[src/rtl/press_regs_pkg.sv]
// Purpose: Shared constants for the pressure sensor result/status bank
// Assumes: Byte-wide registers reached through a byte read port
// Notes:   Offsets, field positions and widths live only here
//
// Functional notes
// Watermark flag bit 7 set while count reaches the level; with a zero level the code never sets it.
// Overrun flag bit 6 when full and a sample overwritten.
// Full flag bit 5 when filled with nothing overwritten.
// Status bit 5 when a new temperature replaces an unread one.
// Status bit 4 when a new pressure replaces an unread one.
// Status bit 1 once a new temperature is produced.
// Status bit 0 once a new pressure is produced.
// Status refreshed every conversion cycle.
// Pressure: 24-bit two's complement, low byte first.
// Functions off: pressure is measured minus offset.
// Temperature is 16-bit two's complement, low byte first.
// Queue head pressure as three bytes, low first.
// Queue head temperature as two bytes, low first.
// Host reads queue bytes singly or as a burst.
// Offset: 16-bit two's complement from two bytes.
// Limit enabled: queue full at watermark count; with a zero level the code keeps the full depth.
// Last queue temperature byte read advances the head.
// Multi-byte reads return one coherent sample.

package press_regs_pkg;

    // Register byte addresses
    localparam logic [7:0] ADDR_FIFO_FILL_FLAGS   = 8'h26;
    localparam logic [7:0] ADDR_SAMPLE_STATUS     = 8'h27;
    localparam logic [7:0] ADDR_PRESS_RESULT_LOW  = 8'h28;
    localparam logic [7:0] ADDR_PRESS_RESULT_MID  = 8'h29;
    localparam logic [7:0] ADDR_PRESS_RESULT_HIGH = 8'h2A;
    localparam logic [7:0] ADDR_TEMP_RESULT_LOW   = 8'h2B;
    localparam logic [7:0] ADDR_TEMP_RESULT_HIGH  = 8'h2C;
    localparam logic [7:0] ADDR_QUEUED_PRESS_LOW  = 8'h78;
    localparam logic [7:0] ADDR_QUEUED_PRESS_MID  = 8'h79;
    localparam logic [7:0] ADDR_QUEUED_PRESS_HIGH = 8'h7A;
    localparam logic [7:0] ADDR_QUEUED_TEMP_LOW   = 8'h7B;
    localparam logic [7:0] ADDR_QUEUED_TEMP_HIGH  = 8'h7C;

    // Field positions
    localparam int BIT_QUEUE_WATERMARK = 7;
    localparam int BIT_QUEUE_OVERRUN   = 6;
    localparam int BIT_QUEUE_FULL      = 5;
    localparam int BIT_TEMP_OVERRUN    = 5;
    localparam int BIT_PRESS_OVERRUN   = 4;
    localparam int BIT_TEMP_AVAILABLE  = 1;
    localparam int BIT_PRESS_AVAILABLE = 0;

    // Widths and defaults
    localparam int PRESS_W        = 24;
    localparam int TEMP_W         = 16;
    localparam int OFFSET_W       = 16;
    localparam int WTM_W          = 5;
    localparam int QUEUE_DEPTH    = 32;
    localparam int ENTRY_W        = PRESS_W + TEMP_W;

    // Byte indices inside a multi-byte result
    localparam logic [1:0] BYTE_LOW  = 2'h0;
    localparam logic [1:0] BYTE_MID  = 2'h1;
    localparam logic [1:0] BYTE_HIGH = 2'h2;

    localparam logic [7:0] READ_ZERO = 8'h00;

    // Picks one byte out of a 24-bit word
    function automatic logic [7:0] byte_of(input logic [23:0] word,
                                           input logic [1:0]  idx);
        logic [7:0] sel;
        sel = 8'h00;
        case (idx)
            BYTE_LOW:  sel = word[7:0];
            BYTE_MID:  sel = word[15:8];
            BYTE_HIGH: sel = word[23:16];
            default:   sel = 8'h00;
        endcase
        return sel;
    endfunction : byte_of

endpackage : press_regs_pkg

[src/rtl/pressure_adjust.sv]
// Purpose: Registers the pressure result after offset correction
// Assumes: Raw pressure and offset are valid with i_load
// Notes:   One cycle of latency from i_load to o_valid

`timescale 1ns/1ps

module pressure_adjust
    import press_regs_pkg::*;
(
    input  wire logic                i_core_clk,
    input  wire logic                i_sys_rst,
    input  wire logic                i_load,
    input  wire logic [PRESS_W-1:0]  i_raw,
    input  wire logic [OFFSET_W-1:0] i_offset,
    input  wire logic                i_bypass,
    output logic      [PRESS_W-1:0]  o_result,
    output logic                     o_valid
);

    logic [PRESS_W-1:0] offset_ext;
    logic [PRESS_W-1:0] nxt_result;
    logic [PRESS_W-1:0] result_ff;
    logic               valid_ff;

    // Sign extension keeps negative offsets correct
    assign offset_ext = {{(PRESS_W-OFFSET_W){i_offset[OFFSET_W-1]}},
                         i_offset};
    // Reference functions do their own arithmetic elsewhere
    assign nxt_result = i_bypass ? i_raw : (i_raw - offset_ext);

    // Result and its strobe
    always_ff @(posedge i_core_clk)
    begin
        if (i_sys_rst)
        begin
            result_ff <= '0;
            valid_ff  <= 1'b0;
        end
        else
        begin
            valid_ff <= i_load;
            if (i_load)
            begin
                result_ff <= nxt_result;
            end
        end
    end

    assign o_result = result_ff;
    assign o_valid  = valid_ff;

endmodule : pressure_adjust

[src/rtl/sample_queue.sv]
// Purpose: Sample queue that overwrites its oldest entry when full
// Assumes: Capacity limit never exceeds DEPTH
// Notes:   Pop on an empty queue is ignored

`timescale 1ns/1ps

module sample_queue
    import press_regs_pkg::*;
#(
    parameter int W     = ENTRY_W,
    parameter int DEPTH = QUEUE_DEPTH,
    parameter int CW    = $clog2(DEPTH + 1),
    parameter int PW    = $clog2(DEPTH)
)
(
    input  wire logic          i_core_clk,
    input  wire logic          i_sys_rst,
    input  wire logic          i_push,
    input  wire logic [W-1:0]  i_data,
    input  wire logic          i_pop,
    input  wire logic [CW-1:0] i_cap,
    output logic      [W-1:0]  o_head,
    output logic      [CW-1:0] o_count,
    output logic               o_full,
    output logic               o_overrun
);

    localparam logic [PW-1:0] LAST_IDX = PW'(DEPTH - 1);
    localparam logic [CW-1:0] ONE      = CW'(1);

    logic [W-1:0]  store_ff [DEPTH];
    logic [PW-1:0] wr_ff;
    logic [PW-1:0] rd_ff;
    logic [CW-1:0] count_ff;
    logic          ovr_ff;
    logic          do_pop;
    logic          full_now;
    logic          overwrite;

    function automatic logic [PW-1:0] step(input logic [PW-1:0] p);
        return (p == LAST_IDX) ? '0 : p + PW'(1);
    endfunction : step

    assign do_pop    = i_pop && (count_ff != '0);
    assign full_now  = (count_ff >= i_cap);
    assign overwrite = i_push && full_now && !do_pop;

    // Storage write
    always_ff @(posedge i_core_clk)
    begin
        if (i_push)
        begin
            store_ff[wr_ff] <= i_data;
        end
    end

    // Pointers and fill count; overwrite drops the oldest entry
    always_ff @(posedge i_core_clk)
    begin
        if (i_sys_rst)
        begin
            wr_ff    <= '0;
            rd_ff    <= '0;
            count_ff <= '0;
        end
        else
        begin
            if (i_push)
            begin
                wr_ff <= step(wr_ff);
            end
            if (do_pop || overwrite)
            begin
                rd_ff <= step(rd_ff);
            end
            if (i_push && !do_pop && !overwrite)
            begin
                count_ff <= count_ff + ONE;
            end
            else if (!i_push && do_pop)
            begin
                count_ff <= count_ff - ONE;
            end
        end
    end

    // Overrun sticks until a pop; a new overwrite wins
    always_ff @(posedge i_core_clk)
    begin
        if (i_sys_rst)
        begin
            ovr_ff <= 1'b0;
        end
        else if (overwrite)
        begin
            ovr_ff <= 1'b1;
        end
        else if (do_pop)
        begin
            ovr_ff <= 1'b0;
        end
    end

    assign o_head    = (count_ff == '0) ? '0 : store_ff[rd_ff];
    assign o_count   = count_ff;
    assign o_full    = full_now;
    assign o_overrun = ovr_ff;

endmodule : sample_queue

[src/rtl/pressure_status_regs.sv]
// Purpose: Result, status and queue head byte registers of the sensor
// Assumes: Conversion logic and serial register engine share i_core_clk
// Notes:   Reads answer one cycle after the request, from flip-flops

`timescale 1ns/1ps

module pressure_status_regs
    import press_regs_pkg::*;
#(
    parameter int DEPTH = QUEUE_DEPTH
)
(
    input  wire logic                i_core_clk,
    input  wire logic                i_sys_rst,
    input  wire logic                i_conv_done,
    input  wire logic [PRESS_W-1:0]  i_press_raw,
    input  wire logic [TEMP_W-1:0]   i_temp_raw,
    input  wire logic [OFFSET_W-1:0] i_pressure_offset,
    input  wire logic                i_differential_enable,
    input  wire logic                i_auto_zero_function,
    input  wire logic                i_auto_reference_function,
    input  wire logic [WTM_W-1:0]    i_watermark_level,
    input  wire logic                i_watermark_limit_enable,
    input  wire logic                i_xfer_active,
    input  wire logic                i_rd_en,
    input  wire logic [7:0]          i_rd_addr,
    output logic      [7:0]          o_rd_data,
    output logic                     o_rd_valid
);

    localparam int CW = $clog2(DEPTH + 1);

    ////////////////////////////////////////////////////////////////////////
    // Declarations
    ////////////////////////////////////////////////////////////////////////

    logic [PRESS_W-1:0] adj_press;
    logic               adj_valid;
    logic               bypass;
    logic [TEMP_W-1:0]  temp_pend_ff;

    logic [PRESS_W-1:0] press_res_ff;
    logic [TEMP_W-1:0]  temp_res_ff;
    logic [PRESS_W-1:0] press_snap_ff;
    logic [TEMP_W-1:0]  temp_snap_ff;

    logic               press_avail_ff;
    logic               temp_avail_ff;
    logic               press_ovr_ff;
    logic               temp_ovr_ff;

    logic [ENTRY_W-1:0] head;
    logic [ENTRY_W-1:0] head_snap_ff;
    logic [CW-1:0]      q_count;
    logic               q_full;
    logic               q_overrun;
    logic [CW-1:0]      q_cap;
    logic [CW-1:0]      wtm_ext;
    logic               q_pop;

    logic               rd_press_high;
    logic               rd_temp_high;
    logic [7:0]         fill_flags;
    logic [7:0]         status_byte;
    logic [7:0]         nxt_rd_data;
    logic [7:0]         rd_data_ff;
    logic               rd_valid_ff;

    ////////////////////////////////////////////////////////////////////////
    // Conversion path
    ////////////////////////////////////////////////////////////////////////

    // Offset only applies with every reference function off
    assign bypass = i_differential_enable || i_auto_zero_function ||
                    i_auto_reference_function;

    pressure_adjust u_adjust
    (
        .i_core_clk (i_core_clk),
        .i_sys_rst  (i_sys_rst),
        .i_load     (i_conv_done),
        .i_raw      (i_press_raw),
        .i_offset   (i_pressure_offset),
        .i_bypass   (bypass),
        .o_result   (adj_press),
        .o_valid    (adj_valid)
    );

    // Temperature delayed to stay aligned with the adjusted pressure
    always_ff @(posedge i_core_clk)
    begin
        if (i_sys_rst)
        begin
            temp_pend_ff <= '0;
        end
        else if (i_conv_done)
        begin
            temp_pend_ff <= i_temp_raw;
        end
    end

    // Live result words
    always_ff @(posedge i_core_clk)
    begin
        if (i_sys_rst)
        begin
            press_res_ff <= '0;
            temp_res_ff  <= '0;
        end
        else if (adj_valid)
        begin
            press_res_ff <= adj_press;
            temp_res_ff  <= temp_pend_ff;
        end
    end

    // Frozen while the host is in a transaction, so a burst
    // never mixes two conversions
    always_ff @(posedge i_core_clk)
    begin
        if (i_sys_rst)
        begin
            press_snap_ff <= '0;
            temp_snap_ff  <= '0;
            head_snap_ff  <= '0;
        end
        else if (!i_xfer_active)
        begin
            press_snap_ff <= press_res_ff;
            temp_snap_ff  <= temp_res_ff;
            head_snap_ff  <= head;
        end
    end

    ////////////////////////////////////////////////////////////////////////
    // Data status flags
    ////////////////////////////////////////////////////////////////////////

    assign rd_press_high = i_rd_en && (i_rd_addr == ADDR_PRESS_RESULT_HIGH);
    assign rd_temp_high  = i_rd_en && (i_rd_addr == ADDR_TEMP_RESULT_HIGH);

    // Pressure flags; a new result beats a clearing read
    always_ff @(posedge i_core_clk)
    begin
        if (i_sys_rst)
        begin
            press_avail_ff <= 1'b0;
            press_ovr_ff   <= 1'b0;
        end
        else if (adj_valid)
        begin
            press_ovr_ff   <= press_avail_ff;
            press_avail_ff <= 1'b1;
        end
        else if (rd_press_high)
        begin
            press_ovr_ff   <= 1'b0;
            press_avail_ff <= 1'b0;
        end
    end

    // Temperature flags; same priority as pressure
    always_ff @(posedge i_core_clk)
    begin
        if (i_sys_rst)
        begin
            temp_avail_ff <= 1'b0;
            temp_ovr_ff   <= 1'b0;
        end
        else if (adj_valid)
        begin
            temp_ovr_ff   <= temp_avail_ff;
            temp_avail_ff <= 1'b1;
        end
        else if (rd_temp_high)
        begin
            temp_ovr_ff   <= 1'b0;
            temp_avail_ff <= 1'b0;
        end
    end

    ////////////////////////////////////////////////////////////////////////
    // Sample queue
    ////////////////////////////////////////////////////////////////////////

    assign wtm_ext = CW'(i_watermark_level);

    // Zero watermark would leave no room, so keep full depth
    assign q_cap = (i_watermark_limit_enable && (wtm_ext != '0)) ?
                   wtm_ext : CW'(DEPTH);

    // Temperature high byte read pops the head,
    // whether alone or ending a burst
    assign q_pop = i_rd_en && (i_rd_addr == ADDR_QUEUED_TEMP_HIGH);

    sample_queue #(
        .W     (ENTRY_W),
        .DEPTH (DEPTH)
    ) u_queue
    (
        .i_core_clk (i_core_clk),
        .i_sys_rst  (i_sys_rst),
        .i_push     (adj_valid),
        .i_data     ({temp_pend_ff, adj_press}),
        .i_pop      (q_pop),
        .i_cap      (q_cap),
        .o_head     (head),
        .o_count    (q_count),
        .o_full     (q_full),
        .o_overrun  (q_overrun)
    );

    ////////////////////////////////////////////////////////////////////////
    // Status byte assembly
    ////////////////////////////////////////////////////////////////////////

    // Full and overrun are exclusive as seen by the host
    always_comb
    begin
        fill_flags = 8'h00;
        fill_flags[BIT_QUEUE_WATERMARK] =
            (wtm_ext != '0) && (q_count >= wtm_ext);
        fill_flags[BIT_QUEUE_OVERRUN] = q_full && q_overrun;
        fill_flags[BIT_QUEUE_FULL]    = q_full && !q_overrun;
    end

    // Unused status bits read as zero
    always_comb
    begin
        status_byte = 8'h00;
        status_byte[BIT_TEMP_OVERRUN]    = temp_ovr_ff;
        status_byte[BIT_PRESS_OVERRUN]   = press_ovr_ff;
        status_byte[BIT_TEMP_AVAILABLE]  = temp_avail_ff;
        status_byte[BIT_PRESS_AVAILABLE] = press_avail_ff;
    end

    ////////////////////////////////////////////////////////////////////////
    // Register read port
    ////////////////////////////////////////////////////////////////////////

    // Address decode; unmapped addresses return zero
    always_comb
    begin
        nxt_rd_data = READ_ZERO;
        case (i_rd_addr)
            ADDR_FIFO_FILL_FLAGS:   nxt_rd_data = fill_flags;
            ADDR_SAMPLE_STATUS:     nxt_rd_data = status_byte;
            ADDR_PRESS_RESULT_LOW:
                nxt_rd_data = byte_of(press_snap_ff, BYTE_LOW);
            ADDR_PRESS_RESULT_MID:
                nxt_rd_data = byte_of(press_snap_ff, BYTE_MID);
            ADDR_PRESS_RESULT_HIGH:
                nxt_rd_data = byte_of(press_snap_ff, BYTE_HIGH);
            ADDR_TEMP_RESULT_LOW:
                nxt_rd_data = byte_of({8'h00, temp_snap_ff},
                                      BYTE_LOW);
            ADDR_TEMP_RESULT_HIGH:
                nxt_rd_data = byte_of({8'h00, temp_snap_ff},
                                      BYTE_MID);
            ADDR_QUEUED_PRESS_LOW:
                nxt_rd_data = byte_of(head_snap_ff[PRESS_W-1:0],
                                      BYTE_LOW);
            ADDR_QUEUED_PRESS_MID:
                nxt_rd_data = byte_of(head_snap_ff[PRESS_W-1:0],
                                      BYTE_MID);
            ADDR_QUEUED_PRESS_HIGH:
                nxt_rd_data = byte_of(head_snap_ff[PRESS_W-1:0],
                                      BYTE_HIGH);
            ADDR_QUEUED_TEMP_LOW:
                nxt_rd_data = byte_of({8'h00,
                                       head_snap_ff[ENTRY_W-1:PRESS_W]},
                                      BYTE_LOW);
            ADDR_QUEUED_TEMP_HIGH:
                nxt_rd_data = byte_of({8'h00,
                                       head_snap_ff[ENTRY_W-1:PRESS_W]},
                                      BYTE_MID);
            default:                nxt_rd_data = READ_ZERO;
        endcase
    end

    // Registered answer, one cycle after the request
    always_ff @(posedge i_core_clk)
    begin
        if (i_sys_rst)
        begin
            rd_data_ff  <= READ_ZERO;
            rd_valid_ff <= 1'b0;
        end
        else
        begin
            rd_valid_ff <= i_rd_en;
            if (i_rd_en)
            begin
                rd_data_ff <= nxt_rd_data;
            end
        end
    end

    assign o_rd_data  = rd_data_ff;
    assign o_rd_valid = rd_valid_ff;

endmodule : pressure_status_regs

[config.mk]
export PLATFORM = sky130hd
export DESIGN_NAME = pressure_status_regs
export DESIGN_NICKNAME = d
export VERILOG_FILES = /design/src/rtl/press_regs_pkg.sv /design/src/rtl/pressure_adjust.sv /design/src/rtl/sample_queue.sv /design/src/rtl/pressure_status_regs.sv
export SDC_FILE = /design/constraint.sdc
export NUM_CORES = 1
export LEC_CHECK = 0
export BUFFER_PORTS_ARGS = -buffer_cell sky130_fd_sc_hd__clkbuf_2
export CORE_MARGIN = 2
export CORE_UTILIZATION = 47
export CTS_CLUSTER_SIZE = 12
export DETAILED_ROUTE_END_ITERATION = 6
export GPL_ROUTABILITY_DRIVEN = 0
export PLACE_DENSITY = 0.65
export SETUP_SLACK_MARGIN = 0.4
export SYNTH_ARGS = -nofsm -noshare
export SYNTH_HDL_FRONTEND = slang
export SYNTH_SLANG_ARGS = --single-unit
[constraint.sdc]
create_clock -name i_core_clk -period 4.5 [get_ports i_core_clk]
set_input_delay 0.225 -clock i_core_clk [delete_from_list [all_inputs] [get_ports i_core_clk]]
set_output_delay 0.225 -clock i_core_clk [all_outputs]
set_load 0.01 [all_outputs]
**Word level (Yosys, flattened, before mapping)**

Memory sizes are Yosys's and may differ from the RTL's. A register that Yosys moved wholly into a read port is not among the register bits.
Index checks and enable logic that the tools add are counted.

- Add/sub/neg operators: 5
- Order comparisons: 2
- Eq/ne operators: 14
- Mux-type cells: 20
- Reduce and logical (&&, ||, !) cells: 27

Operator list:

| kind | count |
|---|---|
| 8-bit case mux with 12 select lines | 1 |
| 8-bit by 6-bit equality test with 1-bit output (second input constant) | 7 |
| 8-bit by 7-bit equality test with 1-bit output (second input constant) | 5 |
| 40-bit 2-to-1 mux | 1 |
| 24-bit 2-to-1 mux | 1 |
| 24-bit subtractor | 1 |
| 5-bit 2-to-1 mux | 4 |
| 6-bit 2-to-1 mux | 3 |
| 1-bit logical AND | 13 |
| 6-bit nonzero test | 2 |
| 5-bit by 1-bit adder with 5-bit output (second input constant) | 2 |
| 5-bit equality test (second input constant) | 2 |
| 1-bit 2-to-1 mux | 10 |
| 2-bit nonzero test | 4 |
| 6-bit by 1-bit adder with 6-bit output (second input constant) | 1 |
| 6-bit by 5-bit >= comparator with 1-bit output | 1 |
| 6-bit >= comparator | 1 |
| 6-bit logical NOT | 1 |
| 6-bit by 1-bit subtractor with 6-bit output (second input constant) | 1 |
| 1-bit logical NOT | 4 |
| 1-bit logical OR | 3 |

- Register bits: 191
- Bits in writable memories: 1,280
- Bits of input ports: 78
- Output and inout port bits: 9
- Logic and storage cells: 87
- Memories: 1

Memories:

| name | depth | width | read ports | clocked after memory_dff | write ports | line | text |
|---|---|---|---|---|---|---|---|
| u_queue.store_ff | 32 | 40 | 1 | 1 | 1 | sample_queue.sv:31 | `logic [W-1:0] store_ff [DEPTH];` |

**Longest topological paths before layout**

Gate-level depths: netlist of the first run.

- Word-level depth: 9
- Depth in mapped cells: 17
- Gate-level depth less buffers: 16

**By module**

A second synthesis of the first run with hierarchy kept.

- Cell total of the unflattened synthesis: 3,131
- Area, all modules: 58,964.1 sq um

Modules (own cells, without submodules):

| module | times used | cells an instance | area an instance (sq um) |
|---|---|---|---|
| sample_queue | 1 | 2,194 | 50,418.4 |
| pressure_status_regs | 1 | 637 | 6,248.5 |
| pressure_adjust | 1 | 300 | 2,297.2 |

**Worst setup path after synthesis of the first run**

No wires, ideal clock.

- Path type: reg2reg
- Start point: register u_adjust.valid_ff (netlist: u_adjust.o_valid)
- End point: memory u_queue.store_ff[31][0] (netlist bit), enable pin
- Data arrival time: 2,795 ps
- Data required time: 4,062 ps
- Path slack: 1,267 ps
- Cell stages (with the launch flop): 5
- Buffers on the path: 2
- Cell sequence: dfxtp_1 -> clkbuf_1 -> clkbuf_1 -> nand2_1 -> nor2_1

- Cells in the longest elaborated chain, start to end: 2

Ends and longest elaborated chain:

| item | line | text |
|---|---|---|
| start, declared | pressure_adjust.sv:23 | `logic valid_ff;` |
| start signal, assigned | pressure_adjust.sv:41 | `valid_ff <= i_load;` |
| 1-bit 2-to-1 mux | sample_queue.sv:51 | `if (i_push)` |
| 1-bit 2-to-1 mux (not written as such) | sample_queue.sv:53 | `store_ff[wr_ff] <= i_data;` |
| end, declared | sample_queue.sv:31 |  |

Every way passes these cells.

**Worst setup path after layout of the first run**

- Start point: register u_queue.count_ff[1] (netlist: u_queue.o_count[1])
- End point: register u_queue.count_ff[5] (netlist: u_queue.o_count[5])

- Cells in the longest elaborated chain, start to end: 7

Ends and longest elaborated chain:

| item | line | text |
|---|---|---|
| start, declared | sample_queue.sv:34 | `logic [CW-1:0] count_ff;` |
| start signal, assigned | sample_queue.sv:78 | `count_ff <= count_ff + ONE;` |
| start signal, assigned | sample_queue.sv:82 | `count_ff <= count_ff - ONE;` |
| parallel branches: the longest is 7 deep, another holds 6-bit >= comparator | n/a |  |

Several ways; the timed one is not identified. The select of a mux whose other input is x is not followed.
A chain may end at the register's enable or synchronous reset.

==> metrics.yaml, run 1 <==
drt:
  vias_per_cell: 6.15
  firstDrtPassIters: 6
  vias: 30600
  drc_errors: 0
  wl_per_cell_um: 29.5
  wl_mm: 147
  drtAntennaViolNets: 0
  drt_iter0_markers: 3692
synth:
  synth_top_area_cell: "edfxtp_1"
  synth-main-ff-cell: "edfxtp_1"
  ys_ff_latch: 1476
  synthCells: 3028
  ys_async_sr_fraction_pct: 0
  synth_area_um2: 58500
  synth_cell_types: 69
  yosysWarnings: 0
  synth_top_area_share_pct: 65.7
  syn_area_per_cell_um2: 19.3
  synth_fp_nets: 3153
  yosys-top-cells-area: "edfxtp_1 (66%), mux4_2 (12%), dfxtp_1 (6.7%)"
  synth.yosys.seq_area_share_pct: 72.5
  synth_edf_count: 1280
timing:
  relSlewSlack_pct: 11.9
  max_freq_ghz: 0.286
  period_needed_ns: 3.50
  timing.hold.ws_ns: 0.0466
  finalHoldViolCount: 0
  final.period_utilization_pct: 77.8
  final_max_slew_viol_count: 0
  skew_ns: 0.0231
  rsz0062_at_grt: "false"
  setup_viol: 0
  timing.setup.tns_ns: 0
  tightest_slew_ns: 1.32
placement:
  dpl.hpwl_mm: 82.2
  io_buffers: 86
finish:
  mostFrequentLayoutCells: "edfxtp_1 (1280), mux4_2 (307), nor2_1 (207)"
  layout_commonest_cell: "edfxtp_1"
  area_growth_syn_to_layout_pct: 13.6
  nets: 3350
  layout-drive-gt1-share_pct: 21.4
die:
  start_util_pct: 47.3
  die_h_um: 357
  pin_count: 87
  dieArea_um2: 127000
  die_x_um: 357
  rows: 129
  design.core.area_um2: 124000
global_routing:
  grt_max_degree: 112
  grt_use_total_pct: 23.3
  antenna_found_initial: 1
  grt_first_pass_wirelength_mm: 213
  grt_pass1_vias: 31200
  grt_overflow_total: 0
setup_path:
  critical_path.top_delay_family: "simple AND/OR/NAND/NOR gates"
  crit_arrival_ns: 4.08
  crit_top_cell: "nand2_1"
  crit_type: "reg2reg"
  critPathMaxFanout: 10
  worstSetupStartpointType: "flop"
  cp_cell_sequence: "nor4_1 > nand2_1 > nand4_1 > o211a_1 > nand2_1 > ha_1 > a21o_1 > a21oi_1 > o21ai_0 > nor3_1 > a31oi_1 > xor2_1 > nor2_1"
  cp_slowest_cell: "nor4_1"
  critical_path_required_ns: 5.08
  cp-end-kind: "flop"
  worst-path-buf-inv: 0
  slowest_delay_ns: 0.65
cts:
  cts_setup_buffers: 0
  path_clk_slew_ns: 0.06
  cts_root_buffer: "clkbuf_16"
  clock_latency_ns: 0.74
  clockBufferDepth: 3
  cts-htree-levels: 4
  cts.sinks: 1476
  ctsResizeCount: 0
  cts_tree: "yes"
  cts_made_buffers: 148
status:
  status: "completed"
power_and_ir_drop:
  p_leak_nw: 21.2
  ir_drop_mv: 0.357
  power_density_nw_per_um2: 426
job:
  cap_violations: 0
worst_hold_path:
  worstHoldPathType: "in2reg"
[Yosys cell counts (33+ instances only)]
cell type and number:
edfxtp_1 1280, nand2b_1 51, a22oi_1 49, a32oi_1 41, ha_1 45, inv_1 33
nand2_1 66, a21oi_1 60, buf_2 35, nor2_1 240, mux4_1 56, mux2i_1 189
mux4_2 307, clkbuf_1 100, dfxtp_1 196
[worst reg2reg max path, delay by kind of cell (launching register included)]
kind	cells	cell delay, ns
fa+ha+maj	1	0.35
xor+xnor	1	0.17
compound gates	5	1.05
simple gates	6	1.41
flops	1	0.36
[layout make-up]
class                   instances  area (µm²)
diodes                          1        2.50
clock buffers                 242        4240
clock inverters                26         215
fillers                      9544       57200
inverters                      34         128
multi-input cells            1344       15300
flip-flops and latches       1476       42400
well taps                    1637        2050
repair buffers                221        2060
[metal layers]
layer | track usage, % | vias up | share of wire, % | routed length, µm
li1 | - | 12800 | - | -
met1 | 32.2 | 16200 | 41 | 59800
met2 | 37.7 | 1409 | 49 | 71600
met3 | 4.08 | 248 | 7.7 | 11300
met4 | 7.68 | 0 | 3.0 | 4350
met5 | 0 | - | 0 | 0
[timing repair]
action                     in CTS  in global routing
hold buffers                   41                  0
hold endpoints to repair       42                  0
setup endpoints to repair       0                  0
[stage by stage]
stage	worst slack [ns]	instance area [µm²]	std cells	power [mW]	util, %
floorplan	1.27	58500	3028	16.5	-
global placement	0.728	61500	4671	17.0	49.8
detailed placement	0.791	61500	4671	17.1	49.8
CTS	1.01	66400	4980	28.4	53.7
global route	0.643	66400	4980	29.1	53.7
finish	1.00	66400	4981	28.3	53.7
[report_power, final]
part,total [mW],switching (mW),internal (mW)
combinational,1.51,0.821,0.693
sequential,15.3,0.258,15.0
clock,11.5,4.97,6.51
total,28.3,6.05,22.2
[flip-flops by register name, indices dropped and copies added, names as in the netlist, named ones only]
| name | flops |
|---|---|
| u_queue.o_overrun | 1 |
| u_queue.store_ff | 1280 |
| head_snap_ff | 40 |
| o_rd_data | 8 |
| temp_ovr_ff | 1 |
| u_adjust.o_result | 24 |
| temp_res_ff | 16 |
| temp_snap_ff | 16 |
| u_queue.o_count | 6 |
| u_queue.rd_ff | 5 |
| u_adjust.o_valid | 1 |
| press_ovr_ff | 1 |
| press_res_ff | 24 |
| temp_avail_ff | 1 |
| u_queue.wr_ff | 5 |
| press_snap_ff | 24 |
| press_avail_ff | 1 |
| o_rd_valid | 1 |
| temp_pend_ff | 16 |
[worst paths after layout]
kind | start | to | slack (ns) | depth (start not counted)
worst max-delay path | u_queue.o_count[1] | u_queue.o_count[5] | 1.00 | 13
worst min-delay path | i_sys_rst | temp_pend_ff[6] | 0.05 | 2
worst max register to register | u_queue.o_count[1] | u_queue.o_count[5] | 1.00 | 13
worst min register to register | o_rd_data[6] | o_rd_data[6] | 0.46 | 2
[cell families (layout without fill, tap and decap cells)]
| group | after synthesis | count (layout) | synth area share [%] |
|---|---|---|---|
| muxes | 554 | 554 | 17.6 |
| and+or+nand+nor | 436 | 436 | 3.34 |
| AOI/OAI and AO/OA | 285 | 285 | 3.43 |
| buffers and inverters | 208 | 523 | 1.80 |
| DFF | 1476 | 1476 | 72.5 |
| other | 0 | 1 | 0 |
| adders and majority gates | 47 | 47 | 1.03 |
| xor gates and xnor gates | 22 | 22 | 0.330 |
(Power assumes the default switching activity.)
==> run 2, diff against run 1 <==
Clock period 4.5 ns to 3.6 ns, I/O delays scaled along.
==> metrics.yaml, run 2 (same netlist as run 1, synthesis figures left out) <==
die:
  pin_count: 87  # unchanged
  die_x_um: 357  # unchanged
  start_util_pct: 47.3  # unchanged
  die_h_um: 357  # unchanged
  rows: 129  # unchanged
  dieArea_um2: 127000  # unchanged
  design.core.area_um2: 124000  # unchanged
job:
  cap_violations: 0  # unchanged
setup_path:
  crit_type: "reg2reg"  # unchanged
  regToRegSetupSlack_ns: 0.57  # was 1.00 ns
  critPathMaxFanout: 5  # was 10
  cp_cell_sequence: "inv_2 > ha_1 > nand2b_1 > a21o_1 > a21oi_1 > o211a_1 > nand2_1 > ha_1 > a21o_1 > a21oi_2 > o21ai_1 > a31oi_1 > xor2_1 > nor2_1"  # was nor4_1 > nand2_1 > nand4_1 > o211a_1 > nand2_1 > ha_1 > a21o_1 > a21oi_1 > o21ai_0 > nor3_1 > a31oi_1 > xor2_1 > nor2_1
  slowest_delay_ns: 0.38  # was 0.65 ns
  worstSetupStartpointType: "flop"  # unchanged
  reg2reg_depth: 14  # was 13
  crit_arrival_ns: 3.66  # was 4.08 ns
  cp_slowest_cell: "dfxtp_1"  # was nor4_1
  critical_path_required_ns: 4.23  # was 5.08 ns
  cp-end-kind: "flop"  # unchanged
drt:
  vias_per_cell: 6.11  # was 6.15
  drt_iter0_markers: 3763  # was 3692
  drc_errors: 0  # unchanged
  drtAntennaViolNets: 0  # unchanged
  vias: 30700  # was 30600
  wl_per_cell_um: 28.7  # was 29.5 µm
  firstDrtPassIters: 7  # was 6
  wl_mm: 144  # was 147 mm
finish:
  layout-drive-gt1-share_pct: 21.9  # was 21.4%
  largest_reg_flops: 1280  # unchanged
  nets: 3398  # was 3350
  area_growth_syn_to_layout_pct: 14.2  # was 13.6%
  largestRegisters: "u_queue.store_ff (1280), head_snap_ff (40)"  # unchanged
  top_register: "u_queue.store_ff"  # unchanged
  layout_commonest_cell: "edfxtp_1"  # unchanged
  antennaDiodeCount: 0  # was 1
  mostFrequentLayoutCells: "edfxtp_1 (1280), mux4_2 (307), nor2_1 (207)"  # unchanged
global_routing:
  grt_overflow_total: 0  # unchanged
  grt_use_total_pct: 22.8  # was 23.3%
  grt_max_degree: 83  # was 112
  antenna_found_initial: 1  # unchanged
  grt_first_pass_wirelength_mm: 210  # was 213 mm
  grt_pass1_vias: 31300  # was 31200
worst_hold_path:
  whs_path_depth: 4  # was 2
  worstHoldPathType: "in2reg"  # unchanged
timing:
  timing.setup.tns_ns: 0  # unchanged
  setup_viol: 0  # unchanged
  final.period_utilization_pct: 84.2  # was 77.8%
  tightest_slew_ns: 1.37  # was 1.32 ns
  max_freq_ghz: 0.330  # was 0.286 GHz
  fin_ws_ns: 0.571  # was 1.00 ns
  period_needed_ns: 3.03  # was 3.50 ns
  rsz0062_at_grt: "false"  # unchanged
  final_max_slew_viol_count: 0  # unchanged
  finalHoldViolCount: 0  # unchanged
  timing.hold.ws_ns: 0.0918  # was 0.0466 ns
  relSlewSlack_pct: 8.36  # was 11.9%
  skew_ns: 0.0333  # was 0.0231 ns
cts:
  cts.sinks: 1476  # unchanged
  path_clk_slew_ns: 0.07  # was 0.06 ns
  clock_latency_ns: 0.76  # was 0.74 ns
  cts_root_buffer: "clkbuf_16"  # unchanged
  cts_made_buffers: 147  # was 148
  cts_tree: "yes"  # unchanged
  cts-htree-levels: 4  # unchanged
  clockBufferDepth: 3  # unchanged
  cts_setup_buffers: 0  # unchanged
power_and_ir_drop:
  p_switching_mw: 7.60  # was 6.05 mW
  pwr-share-seq_pct: 54.4  # was 54.1%
  comb_power_share_pct: 5.3  # about the same
  ir_drop_mv: 0.483  # was 0.357 mV
  intPower_mw: 27.7  # was 22.2 mW
  pwr-share-clk_pct: 40.4  # was 40.6%
  switching_share_pct: 21.5  # was 21.4%
  p_leak_nw: 21.4  # was 21.2 nW
  power_density_nw_per_um2: 529  # was 426 nW/µm²
  fin_total_pwr_mw: 35.3  # was 28.3 mW
placement:
  place_ws_ns: 0.277  # was 0.791 ns
  io_buffers: 86  # unchanged
  dpl.hpwl_mm: 83.5  # was 82.2 mm
status:
  status: "completed"  # unchanged
run 2: cell types whose count changed in the layout (fill, tap and decap cells not counted), moves of 4 or more:
cell,delta
buf_4,+29
dlygate4sd3_1,+26
clkbuf_1,-10
buf_12,-6
clkbuf_16,-5
inv_16,+4
inv_6,-4
run 2: routing by layer:
| metal | share of wire, % | vias to the layer above | wire [µm] | GRT usage (%) |
|---|---|---|---|---|
| met3 | 7.0 | 200 | 10100 | 3.21 |
| met2 | 49 | 1270 | 70100 | 36.5 |
| met4 | 2.4 | 2 | 3470 | 7.01 |
| li1 | - | 12900 | - | - |
| met1 | 42 | 16300 | 60600 | 32.7 |
| met5 | 0.0090 | - | 13 | 0 |
run 2: path summary, 6_finish.rpt:
path | from | endpoint
hold reg to reg | o_rd_data[2] | o_rd_data[2]
setup reg to reg | u_queue.o_count[0] | u_queue.o_count[5]
setup / recovery | u_queue.o_count[0] | u_queue.o_count[5]
hold / removal | i_auto_reference_function | u_adjust.o_result[16]
run 2: area by class of cell:
cell class,instances,area [µm²]
Multi-Input combinational cell,1344,15300
Clock inverter,27,319
Sequential cell,1476,42400
Tap cell,1637,2050
Timing Repair Buffer,270,2410
Fill cell,9540,56900
Inverter,34,128
Clock buffer,229,4110
run 2: power groups by stage:
| stage | clock network (mW) | registers, mW | logic (mW) |
|---|---|---|---|
| 2_1_floorplan | 0 | 19.3 | 1.33 |
| 4_1_cts | 14.5 | 19.2 | 1.86 |
| 6_report | 14.2 | 19.2 | 1.86 |
| 3_3_place_gp | 0 | 19.5 | 1.75 |
| 5_1_grt | 15.1 | 19.2 | 2.01 |
| 3_5_place_dp | 0 | 19.5 | 1.79 |
run 2: worst max-delay path, delay by kind of cell (launching register included):
kind,cells,cell delay [ns]
AO/OA/AOI/OAI,7,1.30
XOR/XNOR,1,0.17
adder cells (fa/ha/maj),2,0.63
buffers and inverters,1,0.09
flip-flops,1,0.38
AND/OR/NAND/NOR,3,0.34
run 2: repair_timing:
item	in CTS	in global routing
endpoints found under the setup margin	0	2
endpoints found under the hold margin	89	0
gates resized for setup	0	5
hold buffers	67	0
run 2: metrics by stage:
| stage | std cells | area, µm² | utilization [%] |
|---|---|---|---|
| floorplan | 3028 | 58500 | - |
| detailed placement | 4694 | 61600 | 49.8 |
| finish | 5017 | 66700 | 54.0 |
| CTS | 5017 | 66700 | 54.0 |
| global route | 5017 | 66700 | 54.0 |
| global placement | 4694 | 61600 | 49.8 |
